## config.mk

```make
export PLATFORM = sky130hd
export DESIGN_NAME = vbir_top
export DESIGN_NICKNAME = d
export VERILOG_FILES = /design/src/logic/vbir_pkg.sv /design/src/logic/vbir_top.sv
export VERILOG_INCLUDE_DIRS = /design/src /design/src/logic
export SDC_FILE = /design/constraint.sdc
export NUM_CORES = 1
export LEC_CHECK = 0
export BUFFER_PORTS_ARGS = -buffer_cell sky130_fd_sc_hd__buf_4
export CAP_MARGIN = 15
export CORE_MARGIN = 3
export CORE_UTILIZATION = 56
export CTS_CLUSTER_DIAMETER = 60
export DETAILED_ROUTE_END_ITERATION = 12
export GPL_ROUTABILITY_DRIVEN = 0
export PLACE_DENSITY = 0.8
export SYNTH_ARGS = -nofsm -noshare
export SYNTH_HDL_FRONTEND = slang
export SYNTH_SLANG_ARGS = --single-unit
```

## constraint.sdc

```tcl
create_clock -name clk_sys -period 1.9 [get_ports clk_sys]
set_input_delay 0.38 -clock clk_sys [delete_from_list [all_inputs] [get_ports clk_sys]]
set_output_delay 0.38 -clock clk_sys [all_outputs]
set_load 0.02 [all_outputs]
```

## src/logic/vbir_cfg.svh

```systemverilog
// Purpose: Constants of the video buffer interrupt router
// Assumes: Included by its bare name
// Notes:   Offsets are byte addresses on the plain register port
//
// Overview of operation
// Thirteen sticky flags in bits 0 to 12 are set by their source and held until cleared.
// Writing a one to a flag bit clears that flag.
// The selector in bits 31 to 28 of the interrupt select word steers interrupt line 7.
// Lower 4-bit selectors steer lines 6 down to 0, bits 27 to 24 being line 6.
// Codes 0-2 capture syncs, 3 statistics, 4 encoder, 5 display, 6 pipe input, 7-10 and 12 pipe.
// Four event selectors in the upper half of the event word steer event lines 3 to 0; here bits 31 to 28 read as fixed code 13, so event line 3 never pulses.
// Bits 3 to 0 of the event word select the source of a ninth interrupt line.
// Memory select bit 2 set limits pipe write starts to 32-byte boundaries.
// Memory select bit 1 gives the resizer memory to the pipe when zero; one is reserved.
// Memory select bit 0 gives the defect memory to the pipe at zero, to capture at one.
// Zero bits of a clear write leave flags alone; codes 11 and 13 to 15 drive nothing.
// Each line pulses one cycle whenever its selected source triggers.
`ifndef VBIR_CFG_SVH
`define VBIR_CFG_SVH

// ------------------------------------------------------------
// Register offsets
// ------------------------------------------------------------
`define VBIR_OFS_FLAG    8'h0c
`define VBIR_OFS_ISEL    8'h10
`define VBIR_OFS_ESEL    8'h14
`define VBIR_OFS_MSEL    8'h18
`define VBIR_OFS_MASK    8'h1c

// ------------------------------------------------------------
// Reset values
// ------------------------------------------------------------
`define VBIR_RST_ISEL    32'h76543210
`define VBIR_RST_EVT3    4'hd
`define VBIR_RST_EVT2    4'hb
`define VBIR_RST_EVT1    4'h8
`define VBIR_RST_EVT0    4'h3
`define VBIR_RST_INT8    4'h8
`define VBIR_RST_MSEL    3'h0
`define VBIR_RST_MASK    13'h0000
`define VBIR_RST_FLAG    13'h0000

// ------------------------------------------------------------
// Field positions
// ------------------------------------------------------------
`define VBIR_ESEL_EVT_LSB  16
`define VBIR_ESEL_INT8_LSB 0
`define VBIR_MSEL_ALIGN    2
`define VBIR_MSEL_RSZ      1
`define VBIR_MSEL_DFC      0
`define VBIR_CODE_UNUSED   4'hb

`endif

```

## src/logic/vbir_pkg.sv

```systemverilog
// Purpose: Types of the video buffer interrupt router
// Assumes: Nothing
// Notes:   Widths fixed at the documented values
`default_nettype none
package vbir_pkg;
  localparam int VBIR_NSRC = 13;

  typedef struct packed {
    logic [7:0]  addr;
    logic [31:0] wdata;
    logic        wr;
    logic        rd;
  } vbir_req_t;

  typedef struct packed {
    logic pipe_write_align_ctl;
    logic resizer_memory_select;
    logic defect_memory_select;
  } vbir_mem_t;

  typedef logic [3:0] vbir_code_t;
endpackage
`default_nettype wire

```

## src/logic/vbir_top.sv

```systemverilog
// Purpose: Sticky flags and line routing of the video buffer logic
// Assumes: Source triggers come from logic on clk_sys
// Notes:   Line outputs lag the trigger by one clock
//
// Our own choices: the address map and the strobed register port.
`include "vbir_cfg.svh"
`default_nettype none
module vbir_top
  import vbir_pkg::*;
(
  input  wire logic                 clk_sys,
  input  wire logic                 rst_n,
  input  wire vbir_req_t            req,
  output logic      [31:0]          rdata,
  input  wire logic [VBIR_NSRC-1:0] src_trig,
  output logic      [8:0]           int_line,
  output logic      [3:0]           evt_line,
  output logic                      irq,
  output vbir_mem_t                 mem_sel
);

  // ------------------------------------------------------------
  // Storage
  // ------------------------------------------------------------
  logic [VBIR_NSRC-1:0] flag_r;
  logic [VBIR_NSRC-1:0] flag_nxt;
  logic [VBIR_NSRC-1:0] mask_r;
  logic [31:0]          isel_r;
  logic [11:0]          esel_r;
  logic [3:0]           int8_r;
  logic [2:0]           msel_r;
  logic [31:0]          rdata_nxt;
  logic [8:0]           int_nxt;
  logic [3:0]           evt_nxt;
  logic                 wr_flag;
  logic                 wr_isel;
  logic                 wr_esel;
  logic                 wr_msel;
  logic                 wr_mask;

  // ------------------------------------------------------------
  // Source decode
  // ------------------------------------------------------------
  // Code 11 has no source although flag 11 exists
  function automatic logic src_of(
    input vbir_code_t           code,
    input logic [VBIR_NSRC-1:0] trig
  );
    logic hit;
    hit = 1'b0;
    if (code != `VBIR_CODE_UNUSED && code < vbir_code_t'(VBIR_NSRC))
    begin
      hit = trig[code];
    end
    return hit;
  endfunction

  // ------------------------------------------------------------
  // Write decode
  // ------------------------------------------------------------
  assign wr_flag = req.wr && (req.addr == `VBIR_OFS_FLAG);
  assign wr_isel = req.wr && (req.addr == `VBIR_OFS_ISEL);
  assign wr_esel = req.wr && (req.addr == `VBIR_OFS_ESEL);
  assign wr_msel = req.wr && (req.addr == `VBIR_OFS_MSEL);
  assign wr_mask = req.wr && (req.addr == `VBIR_OFS_MASK);

  // ------------------------------------------------------------
  // Sticky flags
  // ------------------------------------------------------------
  // Set wins over a clear in the same cycle
  always_comb
  begin
    flag_nxt = flag_r;
    if (wr_flag)
    begin
      flag_nxt = flag_r & ~req.wdata[VBIR_NSRC-1:0]; // see
    end
    flag_nxt = flag_nxt | src_trig;
  end

  always_ff @(posedge clk_sys)
  begin
    if (!rst_n)
    begin
      flag_r <= `VBIR_RST_FLAG;
    end
    else
    begin
      flag_r <= flag_nxt;
    end
  end

  // ------------------------------------------------------------
  // Selector registers
  // ------------------------------------------------------------
  always_ff @(posedge clk_sys)
  begin
    if (!rst_n)
    begin
      isel_r <= `VBIR_RST_ISEL;
    end
    else if (wr_isel)
    begin
      isel_r <= req.wdata; // see
    end
  end

  // Event line 3 selector is read-only
  always_ff @(posedge clk_sys)
  begin
    if (!rst_n)
    begin
      esel_r <= {`VBIR_RST_EVT2, `VBIR_RST_EVT1, `VBIR_RST_EVT0};
      int8_r <= `VBIR_RST_INT8;
    end
    else if (wr_esel)
    begin
      esel_r <= req.wdata[`VBIR_ESEL_EVT_LSB +: 12];
      int8_r <= req.wdata[`VBIR_ESEL_INT8_LSB +: 4];
    end
  end

  // ------------------------------------------------------------
  // Memory select and mask
  // ------------------------------------------------------------
  // Bit 1 is stored as written, reserved one included, and drives resizer_memory_select
  always_ff @(posedge clk_sys)
  begin
    if (!rst_n)
    begin
      msel_r <= `VBIR_RST_MSEL;
    end
    else if (wr_msel)
    begin
      msel_r <= req.wdata[2:0];
    end
  end

  always_ff @(posedge clk_sys)
  begin
    if (!rst_n)
    begin
      mask_r <= `VBIR_RST_MASK;
    end
    else if (wr_mask)
    begin
      mask_r <= req.wdata[VBIR_NSRC-1:0];
    end
  end

  assign mem_sel.pipe_write_align_ctl  = msel_r[`VBIR_MSEL_ALIGN];
  assign mem_sel.resizer_memory_select = msel_r[`VBIR_MSEL_RSZ];
  assign mem_sel.defect_memory_select  = msel_r[`VBIR_MSEL_DFC];

  // ------------------------------------------------------------
  // Line routing
  // ------------------------------------------------------------
  // Lines follow the trigger, not the flag, so a held flag repeats nothing
  always_comb
  begin
    for (int i = 0; i < 8; i++)
    begin
      int_nxt[i] = src_of(isel_r[4*i +: 4], src_trig); // see see see
    end
    int_nxt[8] = src_of(int8_r, src_trig); // see
    evt_nxt[3] = src_of(`VBIR_RST_EVT3, src_trig);
    for (int i = 0; i < 3; i++)
    begin
      evt_nxt[i] = src_of(esel_r[4*i +: 4], src_trig); // see
    end
  end

  always_ff @(posedge clk_sys)
  begin
    if (!rst_n)
    begin
      int_line <= 9'h000;
      evt_line <= 4'h0;
    end
    else
    begin
      int_line <= int_nxt;
      evt_line <= evt_nxt;
    end
  end

  assign irq = |(flag_r & mask_r);

  // ------------------------------------------------------------
  // Read port
  // ------------------------------------------------------------
  always_comb
  begin
    rdata_nxt = 32'h0000_0000;
    unique case (req.addr)
      `VBIR_OFS_FLAG: rdata_nxt = {19'h0, flag_r};
      `VBIR_OFS_ISEL: rdata_nxt = isel_r;
      `VBIR_OFS_ESEL: rdata_nxt = {`VBIR_RST_EVT3, esel_r, 12'h000, int8_r};
      `VBIR_OFS_MSEL: rdata_nxt = {29'h0, msel_r};
      `VBIR_OFS_MASK: rdata_nxt = {19'h0, mask_r};
      default:        rdata_nxt = 32'h0000_0000;
    endcase
  end

  always_ff @(posedge clk_sys)
  begin
    if (!rst_n)
    begin
      rdata <= 32'h0000_0000;
    end
    else if (req.rd)
    begin
      rdata <= rdata_nxt;
    end
    else
    begin
      rdata <= 32'h0000_0000;
    end
  end

  // ------------------------------------------------------------
  // Checks
  // ------------------------------------------------------------
  property p_flag_set;
    @(posedge clk_sys) disable iff (!rst_n)
    (|src_trig) |=> ((flag_r & $past(src_trig)) == $past(src_trig));
  endproperty
  a_flag_set: assert property (p_flag_set)
    else $error("Triggered flag not set");

  property p_flag_hold;
    @(posedge clk_sys) disable iff (!rst_n)
    (!wr_flag && (|flag_r)) |=> ((flag_r & $past(flag_r)) == $past(flag_r));
  endproperty
  a_flag_hold: assert property (p_flag_hold)
    else $error("Flag dropped without a clear");

  property p_flag_clear;
    @(posedge clk_sys) disable iff (!rst_n)
    (wr_flag && req.wdata[0] && !src_trig[0]) |=> !flag_r[0];
  endproperty
  a_flag_clear: assert property (p_flag_clear)
    else $error("Write one did not clear flag 0");

  property p_zero_keeps;
    @(posedge clk_sys) disable iff (!rst_n)
    (wr_flag && !req.wdata[5] && flag_r[5]) |=> flag_r[5];
  endproperty
  a_zero_keeps: assert property (p_zero_keeps)
    else $error("Write zero changed flag 5");

  property p_line7;
    @(posedge clk_sys) disable iff (!rst_n)
    ##1 int_line[7] == src_of($past(isel_r[31:28]), $past(src_trig));
  endproperty
  a_line7: assert property (p_line7)
    else $error("Line 7 does not follow its selector");

  property p_line6;
    @(posedge clk_sys) disable iff (!rst_n)
    (isel_r[27:24] == 4'h3 && src_trig[3]) |=> int_line[6];
  endproperty
  a_line6: assert property (p_line6)
    else $error("Line 6 missed its source");

  property p_code12;
    @(posedge clk_sys) disable iff (!rst_n)
    (isel_r[3:0] == 4'hc && src_trig[12]) |=> int_line[0];
  endproperty
  a_code12: assert property (p_code12)
    else $error("Code 12 not routed to pipe source 5");

  property p_unused;
    @(posedge clk_sys) disable iff (!rst_n)
    (isel_r[7:4] == `VBIR_CODE_UNUSED) |=> !int_line[1];
  endproperty
  a_unused: assert property (p_unused)
    else $error("Unused code drove line 1");

  property p_evt;
    @(posedge clk_sys) disable iff (!rst_n)
    ##1 (evt_line[2] == src_of($past(esel_r[11:8]), $past(src_trig))) && !evt_line[3];
  endproperty
  a_evt: assert property (p_evt)
    else $error("Event lines misrouted");

  property p_line8;
    @(posedge clk_sys) disable iff (!rst_n)
    ##1 int_line[8] == src_of($past(int8_r), $past(src_trig));
  endproperty
  a_line8: assert property (p_line8)
    else $error("Ninth line misrouted");

  property p_mem;
    @(posedge clk_sys) disable iff (!rst_n)
    wr_msel |=> (mem_sel == vbir_mem_t'($past(req.wdata[2:0])));
  endproperty
  a_mem: assert property (p_mem) // see see
    else $error("Memory select not taken");

  property p_pulse;
    @(posedge clk_sys) disable iff (!rst_n)
    (isel_r[11:8] == 4'h4 && src_trig[4] && !wr_isel) ##1 !src_trig[4] |=> !int_line[2];
  endproperty
  a_pulse: assert property (p_pulse)
    else $error("Line 2 held past one cycle");

  property p_clear_any;
    @(posedge clk_sys) disable iff (!rst_n)
    wr_flag |=> ~|(flag_r & $past(req.wdata[VBIR_NSRC-1:0] & ~src_trig));
  endproperty
  a_clear_any: assert property (p_clear_any)
    else $error("Written one left a flag set");

  property p_isel_take;
    @(posedge clk_sys) disable iff (!rst_n)
    wr_isel |=> (isel_r == $past(req.wdata));
  endproperty
  a_isel_take: assert property (p_isel_take)
    else $error("Interrupt selectors not taken");

  property p_esel_take;
    @(posedge clk_sys) disable iff (!rst_n)
    wr_esel |=> (esel_r == $past(req.wdata[27:16])) && (int8_r == $past(req.wdata[3:0]));
  endproperty
  a_esel_take: assert property (p_esel_take) // see
    else $error("Event selectors not taken");

  property p_irq_set;
    @(posedge clk_sys) disable iff (!rst_n)
    (src_trig[4] && mask_r[4] && !wr_mask) |=> irq;
  endproperty
  a_irq_set: assert property (p_irq_set)
    else $error("Unmasked trigger raised no interrupt");

  property p_rd_flag;
    @(posedge clk_sys) disable iff (!rst_n)
    (req.rd && (req.addr == `VBIR_OFS_FLAG)) |=> (rdata == {19'h0, $past(flag_r)});
  endproperty
  a_rd_flag: assert property (p_rd_flag)
    else $error("Flag read returned stale data");

  property p_evt_unused;
    @(posedge clk_sys) disable iff (!rst_n)
    (esel_r[3:0] == `VBIR_CODE_UNUSED) |=> !evt_line[0];
  endproperty
  a_evt_unused: assert property (p_evt_unused)
    else $error("Unused code drove event line 0");

endmodule // vbir_top
`default_nettype wire

```

==> flow_metrics.env <==
export IMPL_run_status="finished with violations"
export IMPL_violations="negative setup slack"
export IMPL_slew_violations=0
export IMPL_dp_hpwl_um=11300
export IMPL_fill_cells=701
export IMPL_crit_type="flip-flop to output pin"
export IMPL_worst_path_max_fanout=3
export IMPL_slowest_delay_ps=330
export IMPL_final_hold_violation_count=0
export IMPL_clock_latency_ps=520
export IMPL_cp_required_ps=1520
export IMPL_antenna_cells=0
export IMPL_first_pass_iters=5
export IMPL_ios=106
export IMPL_grt_setup_unrepaired="yes"
export IMPL_hold_end="flag_r[11]"
export IMPL_dieArea_sq_um=11600
export IMPL_core_area_sq_um=9910
export IMPL_cp_arrival_ps=1700
export IMPL_start_util_pct=58.6
export IMPL_setup_viol=1
export IMPL_peakVddDrop_uv=456
export IMPL_grt_pass1_wl_um=26900
export IMPL_r2r_slack_ps=430
export IMPL_grt_max_degree=32
export IMPL_first_iter_violations=496
export IMPL_postLayoutCoreUtil_pct=74.1
export IMPL_crit_slowest_cell="dfxtp_2"
export IMPL_cts_sinks=121
export IMPL_ys_flop_type="dfxtp_1"
export IMPL_synth_cell_type_count=44
export IMPL_rr_worst_depth=3
export IMPL_tritoncts_num_buffers=17
export IMPL_tightest_slew_ps=591
export IMPL_synthArstFlopShare_pct=0
export IMPL_crit_path_end_kind="output pin"
export IMPL_power_leakage_uw=0.00290
export IMPL_ys_ff_latch=121
export IMPL_cp_cell_sequence="a22o_1, a221oi_2, nand3_1, buf_6"
export IMPL_die_x_um=108
export IMPL_hold_depth=2
export IMPL_synth_top_area_share_pct=41.7
export IMPL_syn2layout_area_growth_pct=26.6
export IMPL_drc=0
export IMPL_powerDensity_nw_per_um2=849
export IMPL_power_uw=6230
export IMPL_gr_total_overflow=0
export IMPL_synth_area_sq_um=5800
export IMPL_crit_path_start_kind="flip-flop"
export IMPL_tritoncts="done"
export IMPL_finalCritPeriodShare_pct=110
export IMPL_synth_net_count=676
export IMPL_multi_input_area_sq_um=3110
export IMPL_die_height_um=108
export IMPL_grt_antenna_before_repair=0
export IMPL_yosys_warnings=0
export IMPL_synth_top_cell_by_area="dfxtp_1"
export IMPL_synth_area_leaders="dfxtp_1 42%, mux4_2 10%, o21ai_0 5.7%, mux2i_1 4.1%, nand3_1 3.7%"
export IMPL_io_buffers=104
export IMPL_reg2reg_from="isel_r[16]"
export IMPL_synth_commonest_cells="121 x dfxtp_1, 66 x o21ai_0, 54 x nor2_1"
export IMPL_period_minus_slack_ps=2080
export IMPL_synth_cells=619
export IMPL_cts_path_max_buffers=2
export IMPL_clockRootBuffer="clkbuf_8"
export IMPL_grt_usage_pct=30.4
export IMPL_drive_gt1_share_pct=29.5
export IMPL_critPathTopFamily="compound AO/OA/AOI/OAI gates"
export IMPL_max_freq_mhz=480
export IMPL_cts_htree_levels=4
export IMPL_hold_path_class="input port to flip-flop"
export IMPL_viasPerCell=6.25
export IMPL_r2r_end="int_line[4]"
export IMPL_clk_pin_slew_ps=60
export IMPL_avgSynthCellArea_sq_um=9.37
export IMPL_rows=36
export IMPL_max_cap_violations=0
export IMPL_routed_wl_um=17100
export IMPL_synthMostInstantiatedCell="dfxtp_1"
export IMPL_wl_per_cell_um=20.0
export IMPL_path_buf_inv=1
export IMPL_vias=5346
export IMPL_synth_seq_area_share_pct=41.7
export IMPL_min_from="src_trig[11]"
export IMPL_seq_area_sq_um=2420
export IMPL_grt_pass1_vias=5241
export IMPL_fin_worst_skew_ps=5.76
export IMPL_fin_nets=767
export IMPL_layout_setup_ws_ps=-184
export IMPL_slew_headroom_pct=60.5
export IMPL_synth_edf_count=0
export IMPL_final_antenna_net_count=0
## metal layers
layer | wire (um) | vias up | track usage, %
li1 | - | 2454 | -
met1 | 6710 | 2506 | 38.5
met2 | 8010 | 327 | 48.7
met3 | 1730 | 59 | 6.48
met4 | 637 | 0 | 16.0
met5 | 0 | - | 0
## power by group
part	switching [uW]	leakage (uW)	internal [uW]
clock	1080	0.000294	2070
combinational	269	0.00162	219
sequential	23.3	0.000984	2570
## cell families after synthesis
family	Yosys count	synth area share [%]
mux	60	16.4
flops	121	41.7
simple gates	219	20.1
compound gates	154	16.8
buf+inv	64	5.00
other cells	1	0.0646
## area by class of cell
cell class	count	area share [%]
inverter	3	0.153
clock buffer	25	6.86
multi-input combinational	434	42.4
timing repair buffer	133	14.2
sequential	121	33.0
clock inverter	7	1.19
tap	133	2.26
## cell usage in the layout (no fill, tap or decap), drive strengths merged, types with 5 or more instances in the layout
master | netlist | layout
o31ai | 12 | 12
a22oi | 23 | 23
nand4 | 5 | 5
nor2 | 55 | 55
nor3b | 14 | 14
clkbuf | 38 | 25
o21a | 13 | 13
nand3b | 24 | 24
a21oi | 19 | 19
nor3 | 24 | 24
dfxtp | 121 | 121
mux2i | 24 | 24
buf | 23 | 133
o21ai | 66 | 66
mux2 | 9 | 9
nand2 | 39 | 39
mux4 | 27 | 27
a21boi | 13 | 13
nand3 | 43 | 43
## worst max path at each step
stage                         start          to  slack, ps  cells past startpoint
after floorplan             req[39]   flag_r[9]        200                      6
after global routing      mask_r[2]         irq       -200                      4
final                     mask_r[2]         irq       -180                      4
after global placement      req[39]  flag_r[12]         30                      7
after detailed placement    req[39]   rdata[16]          8                      7
after CTS                 mask_r[2]         irq       -150                      4
## stage by stage
step / hold slack [ps] / instance area (sq um) / setup TNS, ps / setup WS [ps] / std cells
2_1_floorplan: 457 / 5800 / 0 / 196 / 619
3_3_place_gp: 468 / 6720 / 0 / 32.5 / 823
3_5_place_dp: 474 / 6720 / 0 / 8.00 / 823
4_1_cts: 67.5 / 7330 / -151 / -151 / 855
5_1_grt: 55.7 / 7350 / -199 / -199 / 856
6_report: 82.4 / 7350 / -184 / -184 / 856
## flip-flops by register name, indices dropped and copies added, names as in the netlist
signal and flops:
mem_sel 3, int_line 9, isel_r 32, evt_line 3
mask_r 13, rdata 32, flag_r 13, esel_r 12
int8_r 4
## what timing repair did
item,CTS,global route
endpoints found under the setup margin,1,1
pin swaps,1,4
gates resized for setup,5,2
hold buffers,0,0
buffers inserted,0,1
Note: power is estimated with default switching activity, not from simulation.
